**config.mk**
```make
export PLATFORM = sky130hd
export DESIGN_NAME = bbc_bridge_cfg
export DESIGN_NICKNAME = d
export VERILOG_FILES = /design/src/bbc_pkg.sv /design/src/bbc_field_reg.sv /design/src/bbc_bridge_cfg.sv
export SDC_FILE = /design/constraint.sdc
export NUM_CORES = 1
export LEC_CHECK = 0
export ABC_AREA = 1
export BUFFER_PORTS_ARGS = -buffer_cell sky130_fd_sc_hd__buf_4
export CORE_MARGIN = 2
export CORE_UTILIZATION = 37
export CTS_BUF_LIST = sky130_fd_sc_hd__clkbuf_4
export CTS_CLUSTER_DIAMETER = 120
export DETAILED_ROUTE_END_ITERATION = 7
export GPL_ROUTABILITY_DRIVEN = 0
export GPL_TIMING_DRIVEN = 0
export HOLD_SLACK_MARGIN = 0.15
export PLACE_DENSITY = 0.83
export SETUP_SLACK_MARGIN = 0.4
export SKIP_CTS_REPAIR_TIMING = 1
export SLEW_MARGIN = 20
export SYNTH_ARGS = -nofsm -noshare
export SYNTH_HDL_FRONTEND = slang
export SYNTH_SLANG_ARGS = --single-unit
```
**constraint.sdc**
```tcl
create_clock -name clock -period 1.1 [get_ports clock]
set_clock_uncertainty 0.05 [all_clocks]
set_input_delay 0.22 -clock clock [delete_from_list [all_inputs] [get_ports clock]]
set_output_delay 0.22 -clock clock [all_outputs]
set_load 0.005 [all_outputs]
```
**src/bbc_pkg.sv**
```systemverilog
// Package with register map, field layout and reset values of the bridge config block
package bbc_pkg;
    localparam int unsigned ADDR_W = 12;
    localparam logic [11:0] OFS_ISSUE_LIMIT = 12'h008;
    localparam logic [11:0] OFS_CROSS_SEL = 12'h020;
    localparam logic [11:0] OFS_MERGE_BYP = 12'h024;
    localparam logic [11:0] OFS_LONG_BURST = 12'h02C;
    localparam int unsigned ISSUE_W = 2;
    localparam int unsigned CROSS_W = 3;
    localparam int unsigned ISSUE_RD_BIT = 0;
    localparam int unsigned ISSUE_WR_BIT = 1;
    localparam logic [1:0] RST_ISSUE_LIMIT = 2'h0;
    localparam logic [2:0] RST_CROSS_SEL = 3'h4;
    localparam logic RST_MERGE_BYP = 1'b0;
    localparam logic RST_LONG_BURST = 1'b0;
    localparam logic [2:0] CROSS_SYNC_1_1 = 3'h0;
    localparam logic [2:0] CROSS_SYNC_M_1 = 3'h1;
    localparam logic [2:0] CROSS_SYNC_1_N = 3'h2;
    localparam logic [2:0] CROSS_SYNC_M_N = 3'h3;
    localparam logic [2:0] CROSS_ASYNC = 3'h4;
    localparam int unsigned REG_CNT = 4;
    localparam logic [1:0] IDX_ISSUE = 2'h0;
    localparam logic [1:0] IDX_CROSS = 2'h1;
    localparam logic [1:0] IDX_MERGE = 2'h2;
    localparam logic [1:0] IDX_LONG = 2'h3;
endpackage

```
**src/bbc_field_reg.sv**
```systemverilog
// One resettable, writable configuration field with optional presence
`timescale 1ns/1ps
`default_nettype none
module bbc_field_reg #(
    parameter int unsigned WIDTH = 1,
    parameter logic [WIDTH-1:0] RESET_VAL = '0,
    parameter bit PRESENT = 1'b1
) (
    input wire logic clock,
    input wire logic resetn,
    input wire logic wr_en,
    input wire logic [WIDTH-1:0] wr_data,
    output logic [WIDTH-1:0] value
);
    logic [WIDTH-1:0] value_ff;

    // Absent field holds its reset value forever
    always_ff @(posedge clock or negedge resetn) begin
        if (!resetn) begin
            value_ff <= RESET_VAL;
        end else if (PRESENT && wr_en) begin
            value_ff <= wr_data;
        end
    end

    assign value = value_ff;
endmodule
`default_nettype wire

```
**src/bbc_bridge_cfg.sv**
```systemverilog
// APB register bank holding the bridge block configuration settings
//
// The APB register port was left to the implementer.
`timescale 1ns/1ps
`default_nettype none
// Contract
// - Issue-limit register is two bits, resets to zero, set bit limits to one outstanding
// - Bit 0 set limits the preceding switch to one outstanding read
// - Bit 1 set limits the preceding switch to one outstanding write
// - Three-bit crossing selector: 0..3 sync variants, 4 async; 5..7 reserved
// - Crossing selector exists only when programmable; resets to async value 4
// - One-bit merge bypass, reset zero, exists only when width converting
// - Long-burst permit zero (reset) means long bursts are broken up
// - Long-burst permit one allows long bursts at the output
// - Long-burst permit exists only when downsizing to AXI4; else stays zero
module bbc_bridge_cfg #(
    parameter bit HAS_ISSUE_LIMIT = 1'b1,
    parameter bit HAS_CROSS_SEL = 1'b1,
    parameter bit HAS_MERGE_BYP = 1'b1,
    parameter bit HAS_LONG_BURST = 1'b1
) (
    input wire logic clock,
    input wire logic resetn,
    input wire logic psel,
    input wire logic penable,
    input wire logic pwrite,
    input wire logic [11:0] paddr,
    input wire logic [31:0] pwdata,
    input wire logic [3:0] pstrb,
    output logic pready,
    output logic pslverr,
    output logic [31:0] prdata,
    output logic read_issue_single,
    output logic write_issue_single,
    output logic [2:0] clock_crossing_mode,
    output logic merge_bypass,
    output logic long_burst_allow
);
    localparam int unsigned REG_CNT_L = bbc_pkg::REG_CNT;
    logic [REG_CNT_L-1:0] wr_sel;
    logic [1:0] issue_val;
    logic [2:0] cross_val;
    logic merge_val;
    logic long_val;
    logic [31:0] nxt_rdata;
    logic [31:0] prdata_ff;
    logic wr_access;
    logic byte0_en;

    // Address decode to register index; bit 4 marks a hit
    function automatic logic [4:0] decode(input logic [11:0] addr);
        logic [4:0] hit;
        hit = 5'h00;
        case (addr)
            bbc_pkg::OFS_ISSUE_LIMIT: hit = {HAS_ISSUE_LIMIT, 2'h0, bbc_pkg::IDX_ISSUE};
            bbc_pkg::OFS_CROSS_SEL: hit = {HAS_CROSS_SEL, 2'h0, bbc_pkg::IDX_CROSS};
            bbc_pkg::OFS_MERGE_BYP: hit = {HAS_MERGE_BYP, 2'h0, bbc_pkg::IDX_MERGE};
            bbc_pkg::OFS_LONG_BURST: hit = {HAS_LONG_BURST, 2'h0, bbc_pkg::IDX_LONG};
            default: hit = 5'h00;
        endcase
        return hit;
    endfunction

    // Zero-wait slave; unmapped addresses complete without error
    assign pready = 1'b1;
    assign pslverr = 1'b0;
    assign wr_access = psel && penable && pwrite;
    assign byte0_en = pstrb[0];

    // Writes only reach a decoded, present register with lane 0 enabled
    always_comb begin
        logic [4:0] hit;
        hit = decode(paddr);
        wr_sel = '0;
        if (wr_access && byte0_en && hit[4]) begin
            wr_sel[hit[1:0]] = 1'b1;
        end
    end

    bbc_field_reg #(
        .WIDTH(bbc_pkg::ISSUE_W),
        .RESET_VAL(bbc_pkg::RST_ISSUE_LIMIT),
        .PRESENT(HAS_ISSUE_LIMIT)
    ) u_issue (
        .clock(clock),
        .resetn(resetn),
        .wr_en(wr_sel[bbc_pkg::IDX_ISSUE]),
        .wr_data(pwdata[1:0]),
        .value(issue_val)
    );

    bbc_field_reg #(
        .WIDTH(bbc_pkg::CROSS_W),
        .RESET_VAL(bbc_pkg::RST_CROSS_SEL),
        .PRESENT(HAS_CROSS_SEL)
    ) u_cross (
        .clock(clock),
        .resetn(resetn),
        .wr_en(wr_sel[bbc_pkg::IDX_CROSS]),
        .wr_data(pwdata[2:0]),
        .value(cross_val)
    );

    bbc_field_reg #(
        .WIDTH(1),
        .RESET_VAL(bbc_pkg::RST_MERGE_BYP),
        .PRESENT(HAS_MERGE_BYP)
    ) u_merge (
        .clock(clock),
        .resetn(resetn),
        .wr_en(wr_sel[bbc_pkg::IDX_MERGE]),
        .wr_data(pwdata[0]),
        .value(merge_val)
    );

    bbc_field_reg #(
        .WIDTH(1),
        .RESET_VAL(bbc_pkg::RST_LONG_BURST),
        .PRESENT(HAS_LONG_BURST)
    ) u_long (
        .clock(clock),
        .resetn(resetn),
        .wr_en(wr_sel[bbc_pkg::IDX_LONG]),
        .wr_data(pwdata[0]),
        .value(long_val)
    );

    // Settings presented to the datapath
    assign read_issue_single = issue_val[bbc_pkg::ISSUE_RD_BIT];
    assign write_issue_single = issue_val[bbc_pkg::ISSUE_WR_BIT];
    assign clock_crossing_mode = cross_val;
    assign merge_bypass = merge_val;
    assign long_burst_allow = long_val;

    // Read mux; absent or reserved locations read zero
    always_comb begin
        logic [4:0] hit;
        hit = decode(paddr);
        nxt_rdata = 32'h0000_0000;
        if (hit[4]) begin
            case (hit[1:0])
                bbc_pkg::IDX_ISSUE: nxt_rdata = {30'h0, issue_val};
                bbc_pkg::IDX_CROSS: nxt_rdata = {29'h0, cross_val};
                bbc_pkg::IDX_MERGE: nxt_rdata = {31'h0, merge_val};
                bbc_pkg::IDX_LONG: nxt_rdata = {31'h0, long_val};
                default: nxt_rdata = 32'h0000_0000;
            endcase
        end
    end

    // Read data registered in the setup cycle, stable through the access phase
    always_ff @(posedge clock or negedge resetn) begin
        if (!resetn) begin
            prdata_ff <= 32'h0000_0000;
        end else if (psel && !penable && !pwrite) begin
            prdata_ff <= nxt_rdata;
        end
    end

    assign prdata = prdata_ff;
endmodule
`default_nettype wire

```
Yosys cells after proc, flatten, opt, wreduce, memory -nomap -nowiden
Index checks and enable logic that the tools add are counted.
- register bits: 39
- output and inout port bits: 41
- mux-type cells: 6
- reduce and logical (&&, ||, !) cells: 10
- order comparisons: 2
- equality and inequality tests: 7
- operators by type and width (kind ; count):
    $pmux W32 S4 ; 1
    $eq A12 B6 Y1 const B ; 3
    $mux W32 ; 1
    $pmux W5 S4 ; 1
    $eq A12 B4 Y1 const B ; 1
    $logic_and A1 B1 Y1 ; 7
    $eq A2 B2 Y1 const B ; 2
    $mux W4 ; 1
    $lt A2 B3 Y1 const B ; 1
    $demux W1 S2 ; 1
    $eq A2 B1 Y1 const B ; 1
    $ge A2 B1 Y1 const B ; 1
    $logic_not A1 Y1 ; 2
    $logic_not A2 Y1 ; 1
    $mux W1 ; 1

Depth between registers and ports, before layout
- depth in word-level cells: 7
- depth in mapped cells: 10
- mapped depth without buffers: 10

Cells and area by module
A second synthesis with hierarchy kept.
- cell total of the unflattened synthesis: 144
- area, all modules: 954.7 um^2
- modules (own cells, without submodules) (module ; times used ; area an instance (um^2) ; cells each):
    bbc_bridge_cfg ; 1 ; 684.4 ; 112
    bbc_field_reg (u_cross) ; 1 ; 113.9 ; 13
    bbc_field_reg (u_long ...) ; 2 ; 40.0 ; 5
    bbc_field_reg (u_issue) ; 1 ; 76.3 ; 9

Worst setup path after synthesis
Ideal clock, no wire load.
- path type: input to register
- from: in paddr[1]
- to: reg prdata_ff[0] (netlist: prdata[0])
- data required time: 0.934 ns
- setup time: 0.116 ns
- data arrival time: 0.965 ns
- slack: -0.032 ns
- buffers on the path: 0
- stages on the path: 8
- cells stage by stage: nor2_2 nand2_2 nor2_8 o211ai_1 nor2_1 nand2_1 nand2_1 nand2_1
- word-level cells in the longest chain between the ends: 5
- elaborated cells on any way between the ends: 11
- those cells by class: eq/ne: 7; mux: 3; reduce/logical: 1
- ends and longest elaborated chain (what ; line ; source):
    from (decl) ; bbc_bridge_cfg.sv:27 ; input wire logic [11:0] paddr,
    $eq A12 B6 Y1 or $eq A12 B4 Y1 (tied branches) ; bbc_bridge_cfg.sv:54 ; case (addr)
    $pmux W5 S4 * ; bbc_bridge_cfg.sv:54 ;
    $eq A2 B2 Y1, or another cell as far along ; bbc_bridge_cfg.sv:141 ; case (hit[1:0])
    $pmux W32 S4 ; bbc_bridge_cfg.sv:141 ;
    $mux W32 * ; bbc_bridge_cfg.sv:140 ; if (hit[4]) begin
    to (signal assigned) ; bbc_bridge_cfg.sv:156 ; prdata_ff <= nxt_rdata;
    to (decl) ; bbc_bridge_cfg.sv:46 ; logic [31:0] prdata_ff;
Mark *: on every way between the ends. The rest lies on a longest branch, timed or not. The select of a mux whose other input is x is not followed.
A chain may end at the register's enable or synchronous reset.

Worst setup path after layout
- from: reg u_cross.value_ff[2] (netlist: u_cross.value[2])
- to: out clock_crossing_mode[2]
- RTL lines (what ; line ; source):
    from (decl) ; bbc_field_reg.sv:15 ; logic [WIDTH-1:0] value_ff;
    from (signal assigned) ; bbc_field_reg.sv:22 ; value_ff <= wr_data;
    to (decl) ; bbc_bridge_cfg.sv:35 ; output logic [2:0] clock_crossing_mode,
No word-level cell between the ends.

==> summary.txt <==
Routing
  – Antenna Violating Nets Remaining: 0
  – Vias: 896
  – Initial drt markers: 5
  – Vias per Instance: 3.88
  – DR pass1 iterations: 2
  – DRC errors left: 0
  – Mean routed wirelength per cell: 8.55 um
  – WL final: 1.97 mm

Global routing
  – Gr busiest metal: met2
  – Grt met2 use: 0.215
  – Total GRT Usage: 0.117
  – Grt ovf: 0
  – First-pass GRT wire length: 2.55 mm
  – Vias in the first global route: 686
  – Largest net degree at the start of global routing: 11
  – GR Util met3: 0.0355
  – Met1 Use GR: 0.127
  – Antenna violations before repair: 0

Power and ir drop
  – Peak VDD IR: 0.527 mV
  – Register share of total power: 0.396
  – Internal power: 0.000686 W
  – Switching part of the total: 0.262
  – Comb pwr share: 0.294
  – Power Density: 596 nW/um2
  – NetSw: 0.000243 W
  – Clock power share: 0.310
  – Leak: 0.900 nW
  – Total power: 0.000930 W

Timing
  – Clock period minus worst slack: 1.18 ns
  – # setup viols final: 2
  – Final period util: 1.08
  – Worst Hold Slack: 0.128 ns
  – Max-slew violation count: 0
  – Final hold vios: 0
  – RSZ-0062 raised after global routing: true
  – Max frequency: 845 MHz
  – Final WS setup: -0.0832 ns

Setup path
  – Slowest CP cell: dfstp_2
  – Max FO, Critical Path: 3
  – Critical Path RT: 0.83 ns
  – Worst path arrival time: 0.91 ns
  – R2R setup slack: 0.10 ns
  – Worst Setup End Kind: output port
  – R2R depth: 6
  – Startpoint types: flip-flop
  – CP Buf/Inv Count: 1
  – Peak per-stage delay on the critical path: 0.56 ns
  – Reg2reg start: u_cross.value[0]
  – Worst setup path class: flip-flop to output port
  – CP top delay family: flip-flops
  – Critical Path, Cell by Cell: buf_6
  – RR Endpoint: prdata[0]

Outcome
  – Violations in the final reports: negative setup slack
  – Status: complete, but fails checks

Clock network
  – Clock root buffer: clkbuf_4
  – Clock buffer depth: 2
  – H-tree depth: 1
  – Clock transition at path regs: 0.06 ns
  – CTS buffer count: 3
  – CTS tree: built
  – Clock Latency Late Sink: 0.27 ns
  – CTS sink cnt: 10

Place
  – Placed instance area: 1360 um2
  – Dpl ws: -0.260 ns
  – Port-buffer cells: 30
  – Dpl hpwl: 1.50 mm

Finish
  – Final core occ: 0.635
  – Layout Nets: 255
  – Share of post-route cells with drive strength above 1: 0.488
  – Design Area, Final: 1560 um2
  – Area growth from synthesis to layout: 64.8%
  – Layout fillers: 208
  – # diodes: 0

Worst hold path
  – Worst min-delay path class: input port to flip-flop
  – Hold endpoint: u_cross.value[2]
  – HP Start: pwdata[2]
  – WHS Path Cells: 3

Floorplan
  – Die area: 2980 um2
  – Die Span Y: 54.6 um
  – Row cnt: 18
  – Core footprint: 2450 um2
  – Die width: 54.6 um
  – Starting Density: 0.385
  – I/O pin count: 94

Synthesis
  – Avg Synthesized Cell Area: 7.11 um2
  – Yosys warns: 0
  – Yosys cell types: 20
  – Sequential share of the synthesized area: 0.266
  – Mapped Cells: 133
  – Synthesized area: 946 um2
  – Synthesis-stage register bit count: 10

Job
  – Max Cap Viol: 0
[cells in the mapped netlist]
cell	count	share of area
buf_4	31	0.25
nand2_1	26	0.10
inv_1	16	0.063
nand3_1	10	0.053
dfrtp_1	9	0.24
nor2_1	9	0.036
o21ai_1	7	0.037
nor2_2	6	0.040
nand2_2	3	0.020
conb_1	2	0.0079
inv_2	2	0.0079
nand2_4	2	0.024
nand3_2	2	0.021
nor3_1	2	0.011
dfstp_2	1	0.028
nand3_4	1	0.019
nor2_4	1	0.012
nor2_8	1	0.021
o211ai_1	1	0.0079
o21ai_0	1	0.0053
[cell type report]
type | instances | area [um2] | share of cell area
plain buffers | 31 | 233 | 0.149
repair buffers | 35 | 337 | 0.216
flip-flops and latches | 10 | 251 | 0.161
inverters | 18 | 70.1 | 0.0449
multi-input cells | 103 | 601 | 0.385
clock buffers | 4 | 30.0 | 0.0193
well taps | 30 | 37.5 | 0.0241
[kinds of logic after synthesis]
kind of cell	count (synthesis)	synth area share
buffers and inverters	49	0.317
AOI/OAI and AO/OA	9	0.0503
and+or+nand+nor	63	0.358
DFF	10	0.266
other	2	0.00794
[power by group through the flow]
stage	clock [W]	sequential [W]	combinational, W
2_1_floorplan	0	0.000375	0.000155
3_3_place_gp	0	0.000375	0.000235
3_5_place_dp	0	0.000375	0.000237
4_1_cts	0.000293	0.000368	0.000237
5_1_grt	0.000323	0.000368	0.000304
6_report	0.000288	0.000368	0.000273
[layer usage]
metal	share of wire	wire, um
met5	0	0
met4	0.013	25
met3	0.082	162
met2	0.54	1060
met1	0.37	729
[per-stage QoR]
stage / setup TNS [ns] / instances
after floorplan: -0.0272 / 162
after global placement: -1.77 / 222
after detailed placement: -2.00 / 222
after CTS: -0.0898 / 226
after global routing: -0.263 / 231
final: -0.0904 / 231
[worst max path at each step]
stage | start | end | slack [ns] | cells past startpoint
finish | u_cross.value[2] | clock_crossing_mode[2] | -0.08 | 1
CTS | u_cross.value[2] | clock_crossing_mode[2] | -0.09 | 1
global route | u_cross.value[2] | clock_crossing_mode[2] | -0.11 | 1
floorplan | paddr[11] | prdata[0] | -0.01 | 8
global placement | paddr[11] | prdata[0] | -0.23 | 9
detailed placement | paddr[11] | prdata[0] | -0.26 | 9
[cell usage in the layout (no fill, tap or decap)]
| master | synthesis | layout |
|---|---|---|
| buf_4 | 31 | 46 |
| buf_6 | 0 | 19 |
| clkbuf_4 | 0 | 4 |
| conb_1 | 2 | 31 |
| dfrtp_1 | 9 | 9 |
| dfstp_2 | 1 | 1 |
| dlygate4sd3_1 | 0 | 1 |
| inv_1 | 16 | 16 |
| inv_2 | 2 | 1 |
| inv_4 | 0 | 1 |
| nand2_1 | 26 | 23 |
| nand2_2 | 3 | 4 |
| nand2_4 | 2 | 4 |
| nand3_1 | 10 | 8 |
| nand3_2 | 2 | 2 |
| nand3_4 | 1 | 3 |
| nor2_1 | 9 | 7 |
| nor2_2 | 6 | 2 |
| nor2_4 | 1 | 7 |
| nor2_8 | 1 | 1 |
| nor3_2 | 0 | 1 |
| nor3_4 | 0 | 1 |
| o211ai_1 | 1 | 1 |
| o21ai_0 | 1 | 1 |
| o21ai_1 | 7 | 6 |
| o21ai_2 | 0 | 1 |
[state kept, by name, indices dropped and copies added, names as in the netlist]
signal         flops
prdata             3
u_cross.value      3
u_issue.value      2
u_long.value       1
u_merge.value      1
No activity file was read; power rests on OpenSTA's default activity.
